--- config.mk ---
export PLATFORM = sky130hd
export DESIGN_NAME = i2cr_top
export DESIGN_NICKNAME = d
export VERILOG_FILES = /design/src/i2cr_pkg.sv /design/src/i2cr_top.sv
export SDC_FILE = /design/constraint.sdc
export NUM_CORES = 1
export LEC_CHECK = 0
export BUFFER_PORTS_ARGS = -buffer_cell sky130_fd_sc_hd__buf_4
export CAP_MARGIN = 20
export CORE_MARGIN = 2
export CORE_UTILIZATION = 50
export DETAILED_ROUTE_END_ITERATION = 6
export PLACE_DENSITY = 0.76
export SLEW_MARGIN = 30
export SYNTH_ARGS = -nofsm -noshare
export SYNTH_HDL_FRONTEND = slang
export SYNTH_SLANG_ARGS = --single-unit
--- constraint.sdc ---
create_clock -name REF_CLK -period 6.05 [get_ports REF_CLK]
set_input_delay 1.5125 -clock REF_CLK [delete_from_list [all_inputs] [get_ports REF_CLK]]
set_output_delay 1.5125 -clock REF_CLK [all_outputs]
set_load 0.01 [all_outputs]
--- src/i2cr_pkg.sv ---
// Purpose: shared constants of the two-wire bus status, clock and address block
// Assumes: 8-bit register port, 3-bit register index
// Notes:   offsets are register indices on the plain register port
package i2cr_pkg;

  // ==========================================================
  // register offsets
  localparam logic [2:0] OFF_CONTROL     = 3'h0;
  localparam logic [2:0] OFF_STATUS_ONE  = 3'h1;
  localparam logic [2:0] OFF_STATUS_TWO  = 3'h2;
  localparam logic [2:0] OFF_CLOCK_SET   = 3'h3;
  localparam logic [2:0] OFF_OWN_LOW     = 3'h4;
  localparam logic [2:0] OFF_OWN_HIGH    = 3'h5;
  localparam logic [2:0] OFF_BYTE_BUFFER = 3'h6;

  // ==========================================================
  // reset values
  localparam logic [7:0] CONTROL_RST     = 8'h00;
  localparam logic [7:0] CLOCK_SET_RST   = 8'h00;
  localparam logic [7:0] OWN_LOW_RST     = 8'h00;
  localparam logic [7:0] OWN_HIGH_RST    = 8'h40;
  localparam logic [7:0] BYTE_BUFFER_RST = 8'h00;

  // ==========================================================
  // control register bit positions
  localparam int CTL_PE    = 5;
  localparam int CTL_GENERAL_CALL_ENABLE  = 4;
  localparam int CTL_START = 3;
  localparam int CTL_ACK   = 2;
  localparam int CTL_STOP  = 1;
  localparam int CTL_ITE   = 0;

  // ==========================================================
  // clock register and own-address fields
  localparam int CLK_SPEED_BIT = 7;
  localparam int OWN_FR_HI     = 7;
  localparam int OWN_FR_LO     = 6;
  localparam int OWN_A9        = 2;
  localparam int OWN_A8        = 1;

  // ==========================================================
  // addresses and timing
  localparam logic [7:0] GENERAL_CALL_ADDR = 8'h00;
  localparam logic [7:0] IGNORED_ADDR      = 8'h01;
  localparam logic [3:0] ACK_BIT_INDEX     = 4'h8;
  localparam logic [3:0] LAST_DATA_BIT     = 4'h7;
  // cycles of the reference clock per divider step
  localparam int         STD_UNIT          = 8;
  localparam int         FAST_UNIT         = 2;

  // ==========================================================
  // bus clock generator states
  typedef enum logic [2:0] {
    M_IDLE  = 3'b000,
    M_START = 3'b001,
    M_LOW   = 3'b010,
    M_HIGH  = 3'b011,
    M_STOPA = 3'b100,
    M_STOPB = 3'b101,
    M_RSA   = 3'b110,
    M_RSB   = 3'b111
  } i2cr_mstate_t;

endpackage

--- src/i2cr_top.sv ---
// Purpose: status flags, clock setting, data and own address of a multimaster two-wire interface
// Assumes: 100 MHz REF_CLK, open-drain SCL/SDA split into in/out/enable
// Notes:   registers read back one cycle after the read strobe
module i2cr_top
  import i2cr_pkg::*;
#(
  parameter int CNT_W = 12
) (
  input  wire logic       REF_CLK,
  input  wire logic       RST,
  input  wire logic [2:0] ADDR,
  input  wire logic [7:0] WR_DATA,
  input  wire logic       WR_STB,
  input  wire logic       RD_STB,
  output logic      [7:0] RD_DATA,
  input  wire logic       SCL_IN,
  output logic            SCL_OUT,
  output logic            SCL_OE,
  input  wire logic       SDA_IN,
  output logic            SDA_OUT,
  output logic            SDA_OE,
  output logic            IRQ
);

  // ==========================================================
  // half period of the generated bus clock
  function automatic logic [CNT_W-1:0] half_period(input logic [7:0] setting);
    logic [CNT_W-1:0] unit;
    unit = setting[CLK_SPEED_BIT] ? CNT_W'(FAST_UNIT) : CNT_W'(STD_UNIT);
    return CNT_W'((CNT_W'(setting[6:0]) + CNT_W'(1)) * unit);
  endfunction

  // ==========================================================
  // state
  logic         pe, gc_en, start_req, ack_en, stop_req, interrupt_enable_bit;
  logic         busy, byte_done, addr_matched, master_role, start_sent;
  logic         ack_fail, stop_seen, arb_lost, bus_err, general_call_seen_flag;
  logic [7:0]   clock_set, own_low, own_high, byte_buffer;
  logic         sr1_armed;
  logic         scl_m, scl_s, scl_d, sda_m, sda_s, sda_d;
  logic         active, is_tx, s_addr, m_addr, ack_drive, nack_seen, slv_sel;
  logic [3:0]   bit_cnt;
  logic         start_fall;
  logic [7:0]   shreg;
  i2cr_mstate_t mst;
  logic [CNT_W-1:0] cnt;
  logic         next_scl_low, next_sda_low;

  // ==========================================================
  // register port decode
  logic wr_ctrl, wr_clk, wr_own_lo, wr_own_hi, wr_dr, rd_sr1, rd_sr2, rd_dr, dr_clear;
  assign wr_ctrl   = WR_STB && ADDR == OFF_CONTROL;
  assign wr_clk    = WR_STB && ADDR == OFF_CLOCK_SET;
  assign wr_own_lo = WR_STB && ADDR == OFF_OWN_LOW;
  assign wr_own_hi = WR_STB && ADDR == OFF_OWN_HIGH;
  assign wr_dr     = WR_STB && ADDR == OFF_BYTE_BUFFER;
  assign rd_sr1    = RD_STB && ADDR == OFF_STATUS_ONE;
  assign rd_sr2    = RD_STB && ADDR == OFF_STATUS_TWO;
  assign rd_dr     = RD_STB && ADDR == OFF_BYTE_BUFFER;
  assign dr_clear  = sr1_armed && (rd_dr || wr_dr);

  // ==========================================================
  // pin synchronisers
  always_ff @(posedge REF_CLK or posedge RST) begin
    if (RST) begin
      scl_m <= 1'b1;
      scl_s <= 1'b1;
      scl_d <= 1'b1;
      sda_m <= 1'b1;
      sda_s <= 1'b1;
      sda_d <= 1'b1;
    end else begin
      scl_m <= SCL_IN;
      scl_s <= scl_m;
      scl_d <= scl_s;
      sda_m <= SDA_IN;
      sda_s <= sda_m;
      sda_d <= sda_s;
    end
  end

  // ==========================================================
  // bus events
  logic start_det, stop_det, scl_rise, scl_fall, misplaced, ev_fall7, ev_end;
  logic own_hit, gc_hit, arb_ev, bd_set, nack_ev, stretch, m_sent_start, m_stop_done;
  assign start_det = scl_s && scl_d && sda_d && !sda_s;
  assign stop_det  = scl_s && scl_d && !sda_d && sda_s;
  assign scl_rise  = scl_s && !scl_d;
  assign scl_fall  = !scl_s && scl_d;
  assign misplaced = pe && (start_det || stop_det) && active && bit_cnt != 4'h0;
  assign ev_fall7  = scl_fall && active && bit_cnt == LAST_DATA_BIT;
  assign ev_end    = scl_fall && active && bit_cnt == ACK_BIT_INDEX;
  // bit 0 of own address is ignored and 01h never matches
  assign own_hit   = s_addr && shreg[7:1] == own_low[7:1] && shreg[7:1] != 7'h00
                     && shreg != IGNORED_ADDR;
  assign gc_hit    = s_addr && shreg == GENERAL_CALL_ADDR && gc_en;
  // arbitration only on data bits, never on the acknowledge bit
  assign arb_ev    = scl_rise && active && master_role && is_tx && bit_cnt < ACK_BIT_INDEX
                     && shreg[7] && !sda_s;
  assign bd_set    = (ev_end && is_tx && !nack_seen && !(m_addr && shreg[0]))
                     || (ev_end && !is_tx && !s_addr);
  assign nack_ev   = ev_end && is_tx && nack_seen;
  assign stretch   = byte_done || addr_matched || start_sent;
  assign m_sent_start = mst == M_START && cnt == '0;
  assign m_stop_done  = mst == M_STOPB && scl_s && cnt == '0;

  // ==========================================================
  // control register
  always_ff @(posedge REF_CLK or posedge RST) begin
    if (RST) begin
      {pe, gc_en, start_req, ack_en, stop_req, interrupt_enable_bit} <= CONTROL_RST[5:0];
    end else if (wr_ctrl && !pe) begin
      pe <= WR_DATA[CTL_PE];
    end else if (wr_ctrl) begin
      pe        <= WR_DATA[CTL_PE];
      gc_en     <= WR_DATA[CTL_GENERAL_CALL_ENABLE];
      start_req <= WR_DATA[CTL_START];
      ack_en    <= WR_DATA[CTL_ACK];
      stop_req  <= WR_DATA[CTL_STOP];
      interrupt_enable_bit       <= WR_DATA[CTL_ITE];
    end else if (!pe) begin
      {gc_en, start_req, ack_en, interrupt_enable_bit} <= 4'h0;
    end else begin
      if (m_sent_start || arb_ev) begin
        start_req <= 1'b0;
      end
      if (m_stop_done) begin
        stop_req <= 1'b0;
      end
    end
  end

  // ==========================================================
  // configuration registers, kept across disable
  always_ff @(posedge REF_CLK or posedge RST) begin
    if (RST) begin
      clock_set <= CLOCK_SET_RST;
      own_low   <= OWN_LOW_RST;
      own_high  <= OWN_HIGH_RST;
    end else begin
      if (wr_clk) begin
        clock_set <= WR_DATA;
      end
      if (wr_own_lo) begin
        own_low <= WR_DATA;
      end
      if (wr_own_hi) begin
        own_high[OWN_A9] <= WR_DATA[OWN_A9];
        own_high[OWN_A8] <= WR_DATA[OWN_A8];
        if (!pe) begin
          own_high[OWN_FR_HI] <= WR_DATA[OWN_FR_HI];
          own_high[OWN_FR_LO] <= WR_DATA[OWN_FR_LO];
        end
      end
    end
  end

  // ==========================================================
  // data register: written by software, loaded from the bus
  always_ff @(posedge REF_CLK or posedge RST) begin
    if (RST) begin
      byte_buffer <= BYTE_BUFFER_RST;
    end else if (ev_fall7 && !is_tx && !s_addr) begin
      byte_buffer <= shreg;
    end else if (wr_dr) begin
      byte_buffer <= WR_DATA;
    end
  end

  // ==========================================================
  // status-one flags (set wins over clear, except busy and master_role where clear wins)
  always_ff @(posedge REF_CLK or posedge RST) begin
    if (RST) begin
      sr1_armed <= 1'b0;
    end else if (rd_sr1) begin
      sr1_armed <= 1'b1;
    end else if (rd_dr || wr_dr || !pe) begin
      sr1_armed <= 1'b0;
    end
  end

  always_ff @(posedge REF_CLK or posedge RST) begin
    if (RST) begin
      busy <= 1'b0;
    end else if (misplaced || stop_det) begin
      busy <= 1'b0;
    end else if (start_det) begin
      busy <= 1'b1;
    end
  end

  always_ff @(posedge REF_CLK or posedge RST) begin
    if (RST) begin
      byte_done <= 1'b0;
    end else if (!pe) begin
      byte_done <= 1'b0;
    end else if (bd_set) begin
      byte_done <= 1'b1;
    end else if (dr_clear || misplaced || arb_ev) begin
      byte_done <= 1'b0;
    end
  end

  always_ff @(posedge REF_CLK or posedge RST) begin
    if (RST) begin
      addr_matched <= 1'b0;
    end else if (!pe) begin
      addr_matched <= 1'b0;
    end else if (ev_end && s_addr && slv_sel) begin
      // set once the acknowledge clock is through, so the stretch follows it
      addr_matched <= 1'b1;
    end else if (rd_sr1) begin
      addr_matched <= 1'b0;
    end
  end

  always_ff @(posedge REF_CLK or posedge RST) begin
    if (RST) begin
      master_role <= 1'b0;
    end else if (!pe || stop_det || arb_ev) begin
      master_role <= 1'b0;
    end else if (mst == M_IDLE && start_req && !busy) begin
      master_role <= 1'b1;
    end
  end

  always_ff @(posedge REF_CLK or posedge RST) begin
    if (RST) begin
      start_sent <= 1'b0;
    end else if (!pe) begin
      start_sent <= 1'b0;
    end else if (m_sent_start) begin
      start_sent <= 1'b1;
    end else if (sr1_armed && wr_dr) begin
      start_sent <= 1'b0;
    end
  end

  // ==========================================================
  // status-two flags
  always_ff @(posedge REF_CLK or posedge RST) begin
    if (RST) begin
      {ack_fail, stop_seen, arb_lost, bus_err} <= 4'h0;
    end else if (!pe) begin
      {ack_fail, stop_seen, arb_lost, bus_err} <= 4'h0;
    end else begin
      if (nack_ev) begin
        ack_fail <= 1'b1;
      end else if (rd_sr2) begin
        ack_fail <= 1'b0;
      end
      if (stop_det && !master_role && ack_en && slv_sel) begin
        stop_seen <= 1'b1;
      end else if (rd_sr2) begin
        stop_seen <= 1'b0;
      end
      if (arb_ev) begin
        arb_lost <= 1'b1;
      end else if (rd_sr2) begin
        arb_lost <= 1'b0;
      end
      if (misplaced) begin
        bus_err <= 1'b1;
      end else if (rd_sr2) begin
        bus_err <= 1'b0;
      end
    end
  end

  always_ff @(posedge REF_CLK or posedge RST) begin
    if (RST) begin
      general_call_seen_flag <= 1'b0;
    end else if (!pe || stop_det) begin
      general_call_seen_flag <= 1'b0;
    end else if (ev_fall7 && gc_hit) begin
      general_call_seen_flag <= 1'b1;
    end
  end

  // ==========================================================
  // byte engine: shifts on SCL rise, steps on SCL fall
  always_ff @(posedge REF_CLK or posedge RST) begin
    if (RST) begin
      active    <= 1'b0;
      is_tx     <= 1'b0;
      s_addr    <= 1'b0;
      m_addr    <= 1'b0;
      ack_drive <= 1'b0;
      nack_seen <= 1'b0;
      slv_sel   <= 1'b0;
      bit_cnt   <= 4'h0;
      shreg     <= 8'h00;
      start_fall <= 1'b0;
    end else if (!pe || misplaced || arb_ev || stop_det) begin
      // a bus error drops the transfer; the master resynchronises with stop or restart
      active    <= 1'b0;
      is_tx     <= 1'b0;
      s_addr    <= 1'b0;
      m_addr    <= 1'b0;
      ack_drive <= 1'b0;
      slv_sel   <= 1'b0;
      bit_cnt   <= 4'h0;
      start_fall <= 1'b0;
    end else if (start_det) begin
      active    <= 1'b1;
      is_tx     <= 1'b0;
      s_addr    <= !master_role;
      m_addr    <= 1'b0;
      ack_drive <= 1'b0;
      slv_sel   <= 1'b0;
      bit_cnt   <= 4'h0;
      start_fall <= 1'b1;
    end else if (wr_dr && bit_cnt == 4'h0 && (start_sent || is_tx)) begin
      shreg  <= WR_DATA;
      is_tx  <= 1'b1;
      m_addr <= start_sent;
    end else if (scl_rise && active) begin
      if (bit_cnt < ACK_BIT_INDEX) begin
        shreg <= {shreg[6:0], sda_s};
      end else begin
        nack_seen <= sda_s;
      end
    end else if (ev_fall7) begin
      bit_cnt <= ACK_BIT_INDEX;
      if (s_addr) begin
        active    <= own_hit || gc_hit;
        slv_sel   <= own_hit || gc_hit;
        ack_drive <= own_hit || gc_hit;
        is_tx     <= (own_hit || gc_hit) && shreg[0] && !gc_hit;
      end else begin
        ack_drive <= !is_tx && ack_en;
      end
    end else if (ev_end) begin
      bit_cnt   <= 4'h0;
      ack_drive <= 1'b0;
      s_addr    <= 1'b0;
      m_addr    <= 1'b0;
      if (m_addr && !nack_seen) begin
        is_tx <= !shreg[0];
      end
      if (nack_ev && !master_role) begin
        active <= 1'b0;
      end
    end else if (scl_fall && active && start_fall) begin
      // the clock fall that closes a start is not a data bit
      start_fall <= 1'b0;
    end else if (scl_fall && active) begin
      bit_cnt <= bit_cnt + 4'h1;
    end
  end

  // ==========================================================
  // bus clock generator for master mode
  always_ff @(posedge REF_CLK or posedge RST) begin
    if (RST) begin
      mst <= M_IDLE;
      cnt <= '0;
    end else if (!pe || arb_ev) begin
      mst <= M_IDLE;
      cnt <= '0;
    end else if (cnt != '0 && ((mst != M_HIGH && mst != M_STOPB && mst != M_RSB) || scl_s)) begin
      cnt <= cnt - CNT_W'(1);
    end else if (cnt == '0) begin
      cnt <= half_period(clock_set);
      case (mst)
        M_IDLE: begin
          if (start_req && !busy) begin
            mst <= M_START;
          end
        end
        M_START: begin
          mst <= M_LOW;
        end
        M_LOW: begin
          if (stretch || ack_fail) begin
            mst <= M_LOW;
          end else if (bit_cnt == 4'h0 && stop_req) begin
            mst <= M_STOPA;
          end else if (bit_cnt == 4'h0 && start_req) begin
            mst <= M_RSA;
          end else if (active) begin
            mst <= M_HIGH;
          end
        end
        M_HIGH: begin
          if (scl_s) begin
            mst <= M_LOW;
          end
        end
        M_STOPA: begin
          mst <= M_STOPB;
        end
        M_STOPB: begin
          if (scl_s) begin
            mst <= M_IDLE;
          end
        end
        M_RSA: begin
          mst <= M_RSB;
        end
        M_RSB: begin
          if (scl_s) begin
            mst <= M_START;
          end
        end
        default: begin
          mst <= M_IDLE;
        end
      endcase
    end
  end

  // ==========================================================
  // pin drive
  always_comb begin
    next_scl_low = 1'b0;
    next_sda_low = 1'b0;
    case (mst)
      M_START: next_sda_low = 1'b1;
      M_LOW:   next_scl_low = 1'b1;
      M_STOPA: begin
        next_scl_low = 1'b1;
        next_sda_low = 1'b1;
      end
      M_STOPB: next_sda_low = 1'b1;
      M_RSA:   next_scl_low = 1'b1;
      default: next_scl_low = 1'b0;
    endcase
    if (stretch && !scl_s) begin
      next_scl_low = 1'b1;
    end
    if (active && bit_cnt < ACK_BIT_INDEX && is_tx && !shreg[7]) begin
      next_sda_low = 1'b1;
    end
    if (active && bit_cnt == ACK_BIT_INDEX && ack_drive) begin
      next_sda_low = 1'b1;
    end
    if (!pe) begin
      next_scl_low = 1'b0;
      next_sda_low = 1'b0;
    end
  end

  always_ff @(posedge REF_CLK or posedge RST) begin
    if (RST) begin
      SCL_OUT <= 1'b0;
      SCL_OE  <= 1'b0;
      SDA_OUT <= 1'b0;
      SDA_OE  <= 1'b0;
    end else begin
      SCL_OUT <= 1'b0;
      SCL_OE  <= next_scl_low;
      SDA_OUT <= 1'b0;
      SDA_OE  <= next_sda_low;
    end
  end

  // ==========================================================
  // interrupt and read-back
  always_ff @(posedge REF_CLK or posedge RST) begin
    if (RST) begin
      IRQ <= 1'b0;
    end else begin
      IRQ <= interrupt_enable_bit && (byte_done || addr_matched || start_sent || ack_fail
                     || stop_seen || arb_lost || bus_err);
    end
  end

  always_ff @(posedge REF_CLK or posedge RST) begin
    if (RST) begin
      RD_DATA <= 8'h00;
    end else if (RD_STB) begin
      case (ADDR)
        OFF_CONTROL:     RD_DATA <= {2'b00, pe, gc_en, start_req, ack_en, stop_req, interrupt_enable_bit};
        OFF_STATUS_ONE:  RD_DATA <= {stretch || ack_fail || stop_seen || arb_lost || bus_err,
                                     1'b0, is_tx && byte_done, busy, byte_done,
                                     addr_matched, master_role, start_sent};
        OFF_STATUS_TWO:  RD_DATA <= {3'b000, ack_fail, stop_seen, arb_lost, bus_err,
                                     general_call_seen_flag};
        OFF_CLOCK_SET:   RD_DATA <= clock_set;
        OFF_OWN_LOW:     RD_DATA <= own_low;
        OFF_OWN_HIGH:    RD_DATA <= {own_high[OWN_FR_HI], own_high[OWN_FR_LO], 3'b000,
                                     own_high[OWN_A9], own_high[OWN_A8], 1'b0};
        OFF_BYTE_BUFFER: RD_DATA <= byte_buffer;
        default:         RD_DATA <= 8'h00;
      endcase
    end else begin
      RD_DATA <= 8'h00;
    end
  end

endmodule

==> results.sh, run 1 <==
export IMPL_tritoncts_num_buffers=9
export IMPL_post_route_util_pct=57.6
export IMPL_finalSetupViolations=0
export IMPL_worst_r2r_path_depth=10
export IMPL_seq_area_mm2=0.00244
export IMPL_drv_max_cap_violation_count=0
export IMPL_timing_final_crit_period_ns=3.91
export IMPL_root_buffer="sky130_fd_sc_hd__clkbuf_16"
export IMPL_synth_seq_area_share_pct=43.0
export IMPL_setup_repair_after_global_routing_missed_its_margin="no"
export IMPL_power_share_clock_pct=28.9
export IMPL_post_synth_inst_count=584
export IMPL_final_layout_size_suffix_gt1_share_pct=15.4
export IMPL_detailed_place_hpwl_um=9800
export IMPL_hold_start="sda_m"
export IMPL_htreeDepth=3
export IMPL_fmax_mhz=255
export IMPL_post_cts_resized_instances=0
export IMPL_cell_internal_pwr_uw=1440
export IMPL_synthesized_cell_area_mm2=0.00567
export IMPL_n_fill_cell=948
export IMPL_p_sw_share_pct=35.3
export IMPL_cts_setup_buffers=0
export IMPL_cts_hold_repair_buffers=0
export IMPL_place_congestion=0.917
export IMPL_run_status="finished clean"
export IMPL_power_leakage_uw=0.00270
export IMPL_max_vdd_ir_drop_mv=0.326
export IMPL_groute_layer_met3_usage_pct=6.04
export IMPL_grt_usage_pct=22.8
export IMPL_overflow=0
export IMPL_critical_path_arrival_ns=4.20
export IMPL_antenna_cells_inserted=0
export IMPL_setup_crit_end_kind="flop"
export IMPL_slew_headroom_pct=45.6
export IMPL_grt_pass1_vias=4450
export IMPL_post_drt_wl_per_cell_um=17.9
export IMPL_seq_power_share_pct=41.3
export IMPL_min_period_over_period_pct=64.7
export IMPL_synthesis_yosys_warnings=0
export IMPL_synth_seq_cells=97
export IMPL_num_rows=38
export IMPL_detailedRoute_firstIterationViolations=386
export IMPL_area_growth_syn_to_layout_pct=11.1
export IMPL_pwr_share_comb_pct=29.8
export IMPL_worst_r2r_startpoint="clock_set[2]"
export IMPL_viasPerCell=6.06
export IMPL_antenna_found_initial=0
export IMPL_clock_latency_on_the_worst_skew_pair_ns=0.36
export IMPL_tritoncts="done"
export IMPL_crit_path_start_kind="input pin"
export IMPL_maxSlewViolCount=0
export IMPL_tritoncts_num_sinks=97
export IMPL_worst_setup_path_startpoint="ADDR[1]"
export IMPL_fp_dieArea_mm2=0.0122
export IMPL_timing_worst_slew_pin_value_ns=0.810
export IMPL_globalRouteMet1Util_pct=31.0
export IMPL_synth_cell_types=67
export IMPL_finalClockSkew_ns=0.0117
export IMPL_maximum_number_of_pins_on_one_net_before_global_route_repair=54
export IMPL_multiInputGateArea_mm2=0.00305
export IMPL_io_buffer_count=27
export IMPL_timing_setup_critical_path_class="in -> reg"
export IMPL_setup_tns_ns=0
export IMPL_cp_data_required_time_ns=6.33
export IMPL_vias=4538
export IMPL_drc=0
export IMPL_finalNetCount=643
export IMPL_clockBufferDepth=2
export IMPL_die_height_um=111
export IMPL_hold_path_depth=0
export IMPL_asyncSetResetFlopFracSynth_pct=100
export IMPL_post_synth_cell_area_avg_um2=9.71
export IMPL_drt_pre_antenna_iters=5
export IMPL_finalHoldViolations=0
export IMPL_grt_first_pass_wirelength_um=22400
export IMPL_fp_coreArea_mm2=0.0109
export IMPL_worstPathMaxFanout=32
export IMPL_pd_cells_mw_per_mm2=352
export IMPL_path_clk_slew_ns=0.07
export IMPL_fp_dieW_um=111
export IMPL_power_switching_uw=782
export IMPL_pin_count=30
export IMPL_postSynth_topFlopCell="sky130_fd_sc_hd__dfrtp_1"
export IMPL_edff_count_synth=0
export IMPL_wl_um=13400
export IMPL_initial_core_util_pct=51.9
export IMPL_detail_route_antenna_nets=0
export IMPL_holdCritPathClass="reg -> reg"
export IMPL_grtUsageMet2_pct=35.7
export IMPL_grt_busiest_layer="met2"
[per-layer routing]
metal	part of all wire, %	wire length [um]	vias up
li1	-	-	2145
met1	45	6070	2231
met2	48	6400	138
met3	5.4	727	24
met4	1.8	238	0
met5	0	0	-
[worst max-delay path, stage by stage]
cell	delay, ns
sky130_fd_sc_hd__buf_4	0.31
sky130_fd_sc_hd__nand4b_1	0.70
sky130_fd_sc_hd__nor3_4	0.32
sky130_fd_sc_hd__buf_4	0.28
sky130_fd_sc_hd__nor2_1	0.11
sky130_fd_sc_hd__nor4_4	0.70
sky130_fd_sc_hd__nor2_1	0.11
sky130_fd_sc_hd__a21oi_1	0.14
[path summary, 6_finish.rpt]
| path | to | slack, ns |
|---|---|---|
| worst max-delay path | shreg[6] | 2.14 |
| worst min-delay path | sda_s | 0.36 |
| worst max register to register | cnt[9] | 3.20 |
| worst min register to register | sda_s | 0.36 |
| max in group asynchronous | RD_DATA[1] | 3.77 |
| min in group asynchronous | mst[1] | 1.22 |
[power by group through the flow]
stage	Clock, uW	Combinational [uW]	Sequential (uW)
global placement	0	624	915
CTS	650	654	912
global route	676	743	932
detailed placement	0	647	922
floorplan	0	533	864
finish	641	662	916
[flip-flops by register name (all words and copies together) (netlist names), 3 cells and up]
| name | flops |
|---|---|
| own_low | 8 |
| bit_cnt | 4 |
| RD_DATA | 8 |
| shreg | 8 |
| clock_set | 8 |
| byte_buffer | 8 |
| own_high | 4 |
| mst | 3 |
| cnt | 12 |
[cells by family (layout without fill, tap and decap cells)]
group	count (synthesis)	in the layout	share of synthesized area, %
fa+ha+maj	22	22	4.99
mux	54	54	10.5
xor+xnor	24	24	3.71
simple gates	212	212	19.8
flops	97	97	43.0
buf+inv	46	66	3.57
other cells	1	6	0.0661
compound gates	128	128	14.4
[layout make-up]
type	instances	area share, %
Clock buffer	10	3.79
Sequential cell	97	38.6
Clock inverter	6	1.51
Tap cell	140	2.78
Timing Repair Buffer	31	3.69
Inverter	19	1.17
Multi-Input combinational cell	446	48.4
[placed cells by master, fill, tap and decap left out, types with 13 or more instances in the layout]
cell                       count
sky130_fd_sc_hd__a21oi_1      31
sky130_fd_sc_hd__inv_1        17
sky130_fd_sc_hd__ha_1         21
sky130_fd_sc_hd__xor2_1       15
sky130_fd_sc_hd__nor3_1       18
sky130_fd_sc_hd__nand2_1      52
sky130_fd_sc_hd__nor2_1       55
sky130_fd_sc_hd__o21ai_0      28
sky130_fd_sc_hd__nor2b_1      13
sky130_fd_sc_hd__dfrtp_1      90
sky130_fd_sc_hd__a211oi_1     14
sky130_fd_sc_hd__mux2i_1      27
sky130_fd_sc_hd__buf_4        31
sky130_fd_sc_hd__mux2_2       25
[Yosys cell counts, types with 5 or more instances]
cell type / number / share of area [%]
sky130_fd_sc_hd__dfrtp_1: 90 / 40
sky130_fd_sc_hd__nor2_1: 55 / 3.6
sky130_fd_sc_hd__nand2_1: 52 / 3.4
sky130_fd_sc_hd__a21oi_1: 31 / 2.7
sky130_fd_sc_hd__o21ai_0: 28 / 2.5
sky130_fd_sc_hd__mux2i_1: 27 / 4.8
sky130_fd_sc_hd__mux2_2: 25 / 5.0
sky130_fd_sc_hd__ha_1: 21 / 4.6
sky130_fd_sc_hd__inv_1: 18 / 1.2
sky130_fd_sc_hd__nor3_1: 18 / 1.6
sky130_fd_sc_hd__xor2_1: 15 / 2.3
sky130_fd_sc_hd__a211oi_1: 14 / 1.9
sky130_fd_sc_hd__clkbuf_1: 14 / 0.93
sky130_fd_sc_hd__nor2b_1: 13 / 1.4
sky130_fd_sc_hd__nand3_1: 12 / 1.1
sky130_fd_sc_hd__o31ai_1: 10 / 1.3
sky130_fd_sc_hd__xnor2_1: 9 / 1.4
sky130_fd_sc_hd__nor4_1: 8 / 0.88
sky130_fd_sc_hd__or3_1: 8 / 0.88
sky130_fd_sc_hd__a31oi_1: 7 / 0.77
sky130_fd_sc_hd__dfstp_2: 7 / 3.2
sky130_fd_sc_hd__and2_1: 6 / 0.66
sky130_fd_sc_hd__buf_2: 6 / 0.53
sky130_fd_sc_hd__nand4b_1: 6 / 0.93
sky130_fd_sc_hd__nand3b_1: 5 / 0.66
[through the flow]
stage / power, uW / cells / instance area (um2) / worst slack (ns) / hold slack, ns
5_1_grt: 2350 / 749 / 6300 / 1.87 / 0.362
6_report: 2220 / 749 / 6300 / 2.14 / 0.356
2_1_floorplan: 1400 / 589 / 5690 / 2.02 / 0.345
4_1_cts: 2220 / 749 / 6300 / 2.15 / 0.357
3_3_place_gp: 1540 / 733 / 5970 / 1.91 / 0.347
3_5_place_dp: 1570 / 733 / 5970 / 1.78 / 0.347
Note: power is estimated with default switching activity, not from simulation.
==> run 2: changes to the inputs <==
Settings changed: PLACE_DENSITY 0.76 to 0.79.
Clock period 6.05 ns to 3.6 ns, I/O delays scaled along.
==> results.sh, run 2 (same netlist as run 1, synthesis figures left out) <==
export IMPL_drc=0
export IMPL_layout_cells_most_common_list="sky130_fd_sc_hd__dfrtp_1 (90), sky130_fd_sc_hd__nor2_1 (55), sky130_fd_sc_hd__nand2_1 (52)"
export IMPL_crit_path_start_kind="flop"
export IMPL_fp_dieArea_mm2=0.0122
export IMPL_setup_tns_ns=0
export IMPL_vias=4627
export IMPL_overflow=0
export IMPL_setup_repair_after_global_routing_missed_its_margin="no"
export IMPL_hold_path_depth=0
export IMPL_tritoncts_num_buffers=9
export IMPL_root_buffer="sky130_fd_sc_hd__clkbuf_16"
export IMPL_holdCritPathClass="reg -> reg"
export IMPL_drt_pre_antenna_iters=5
export IMPL_finalHoldViolations=0
export IMPL_cp_data_required_time_ns=3.80
export IMPL_seq_power_share_pct=42.9
export IMPL_worstPathMaxFanout=6
export IMPL_largest_register="cnt"
export IMPL_pwr_share_comb_pct=31.7
export IMPL_detailed_place_hpwl_um=10100
export IMPL_maxSlewViolCount=0
export IMPL_cell_internal_pwr_uw=2270
export IMPL_p_sw_share_pct=36.6
export IMPL_worst_hold_path_endpoint="scl_s"
export IMPL_finalSetupViolations=0
export IMPL_critical_path_arrival_ns=2.97
export IMPL_viasPerCell=6.17
export IMPL_run_status="finished clean"
export IMPL_critical_path_slowest_cell="sky130_fd_sc_hd__dfrtp_1"
export IMPL_max_vdd_ir_drop_mv=0.423
export IMPL_route_layer_met1_wl_um=6100
export IMPL_fp_dieW_um=111
export IMPL_final_layout_size_suffix_gt1_share_pct=15.4
export IMPL_min_period_over_period_pct=77.0
export IMPL_place_congestion=0.920
export IMPL_grt_usage_pct=23.8
export IMPL_path_clk_slew_ns=0.07
export IMPL_worst_path_dominant_cell_family="adder cells"
export IMPL_power_switching_uw=1310
export IMPL_holdWs_ns=0.356
export IMPL_clock_latency_on_the_worst_skew_pair_ns=0.35
export IMPL_fp_coreArea_mm2=0.0109
export IMPL_maximum_number_of_pins_on_one_net_before_global_route_repair=52
export IMPL_num_rows=38
export IMPL_placedCellCount=734
export IMPL_tritoncts="done"
export IMPL_pin_count=30
export IMPL_detail_route_antenna_nets=0
export IMPL_tritoncts_num_sinks=97
export IMPL_met2RoutedLength_um=6770
export IMPL_fmax_mhz=361
export IMPL_die_height_um=111
export IMPL_max_stage_delay_ns=0.41
export IMPL_finalNetCount=644
export IMPL_setup_crit_end_kind="flop"
export IMPL_detailedRoute_firstIterationViolations=429
export IMPL_timing_worst_slew_pin_value_ns=0.778
export IMPL_clockBufferDepth=2
export IMPL_pd_cells_mw_per_mm2=572
export IMPL_largest_register_ff_count=12
export IMPL_slew_headroom_pct=47.7
export IMPL_grt_first_pass_wirelength_um=23600
export IMPL_list_of_cells_traversed_by_the_critical_path="ha_1 > nand3_1 > nor2_1 > xnor2_1 > nor2b_1 > ha_1 > ha_1 > ha_1 > or3_1 > a311oi_1 > a211oi_1"
export IMPL_routed_top_layer="met4"
export IMPL_area_growth_syn_to_layout_pct=10.5
export IMPL_power_leakage_uw=0.00268
export IMPL_dr_wl_met3_um=880
export IMPL_layout_cells_most_common="sky130_fd_sc_hd__dfrtp_1"
export IMPL_cts_setup_buffers=0
export IMPL_wl_um=14100
export IMPL_hold_start="scl_m"
export IMPL_worst_path_most_repeated_cell="sky130_fd_sc_hd__ha_1"
export IMPL_io_buffer_count=27
export IMPL_htreeDepth=3
export IMPL_power_share_clock_pct=25.3
export IMPL_rr_endpoint="cnt[9]"
export IMPL_worst_r2r_path_depth=11
export IMPL_antenna_cells_inserted=0
export IMPL_drv_max_cap_violation_count=0
export IMPL_n_fill_cell=947
export IMPL_post_cts_resized_instances=0
export IMPL_post_layout_nonfiller_instances=750
export IMPL_finalClockSkew_ns=0.0101
export IMPL_worst_r2r_startpoint="clock_set[0]"
export IMPL_post_drt_wl_per_cell_um=18.7
export IMPL_timing_final_crit_period_ns=2.77
export IMPL_number_of_buffers_and_inverters_on_the_critical_path=0
export IMPL_initial_core_util_pct=51.9
export IMPL_rrSetupSlack_ns=0.83
export IMPL_grt_pass1_vias=4610
export IMPL_timing_setup_critical_path_class="reg -> reg"
export IMPL_cts_hold_repair_buffers=0
export IMPL_antenna_found_initial=0
## run 2: per-layer routing
metal	global-route usage, %	vias to the layer above
met3	4.06	34
met4	7.67	0
li1	-	2141
met5	0	-
met1	33.2	2262
met2	38.0	190
## run 2: power groups by stage
stage                     logic, uW  clock network [uW]  registers (uW)
final                          1140                 908            1540
after global routing           1260                 969            1570
after CTS                      1120                 917            1530
after detailed placement       1110                   0            1540
after global placement         1060                   0            1530
after floorplan                 895                   0            1450
## run 2: how the worst max path moves through the flow
stage | from | end | slack, ns | cells past startpoint
finish | clock_set[0] | cnt[9] | 0.83 | 11
global placement | ADDR[1] | shreg[4] | 0.86 | 7
floorplan | RST | IRQ | 0.18 | 1
global route | clock_set[0] | cnt[9] | 0.59 | 11
detailed placement | ADDR[1] | shreg[4] | 0.76 | 7
CTS | clock_set[0] | cnt[9] | 0.83 | 11
## run 2: worst register-to-register path, delay by kind of cell (launching register included)
kind | cells | cell delay [ns]
flops | 1 | 0.41
compound gates | 2 | 0.36
simple gates | 4 | 0.77
fa+ha+maj | 4 | 0.95
xor+xnor | 1 | 0.15
## run 2: layout make-up
type	count	area, um2	share of cell area (%)
repair buffers	32	253	4.03
inverters	19	73.8	1.18
flip-flops and latches	97	2440	38.9
clock inverters	5	32.5	0.519
clock buffers	11	243	3.87
multi-input cells	446	3050	48.7
well taps	140	175	2.80
## run 2: per-stage QoR
stage               cell area [um2]  utilization (%)  power (uW)  worst slack [ns]
finish                         6260             57.3        3580             0.828
global placement               5990             54.8        2590             0.860
CTS                            6260             57.3        3570             0.831
global route                   6260             57.3        3800             0.588
detailed placement             5990             54.8        2650             0.757
floorplan                      5690                -        2350             0.178
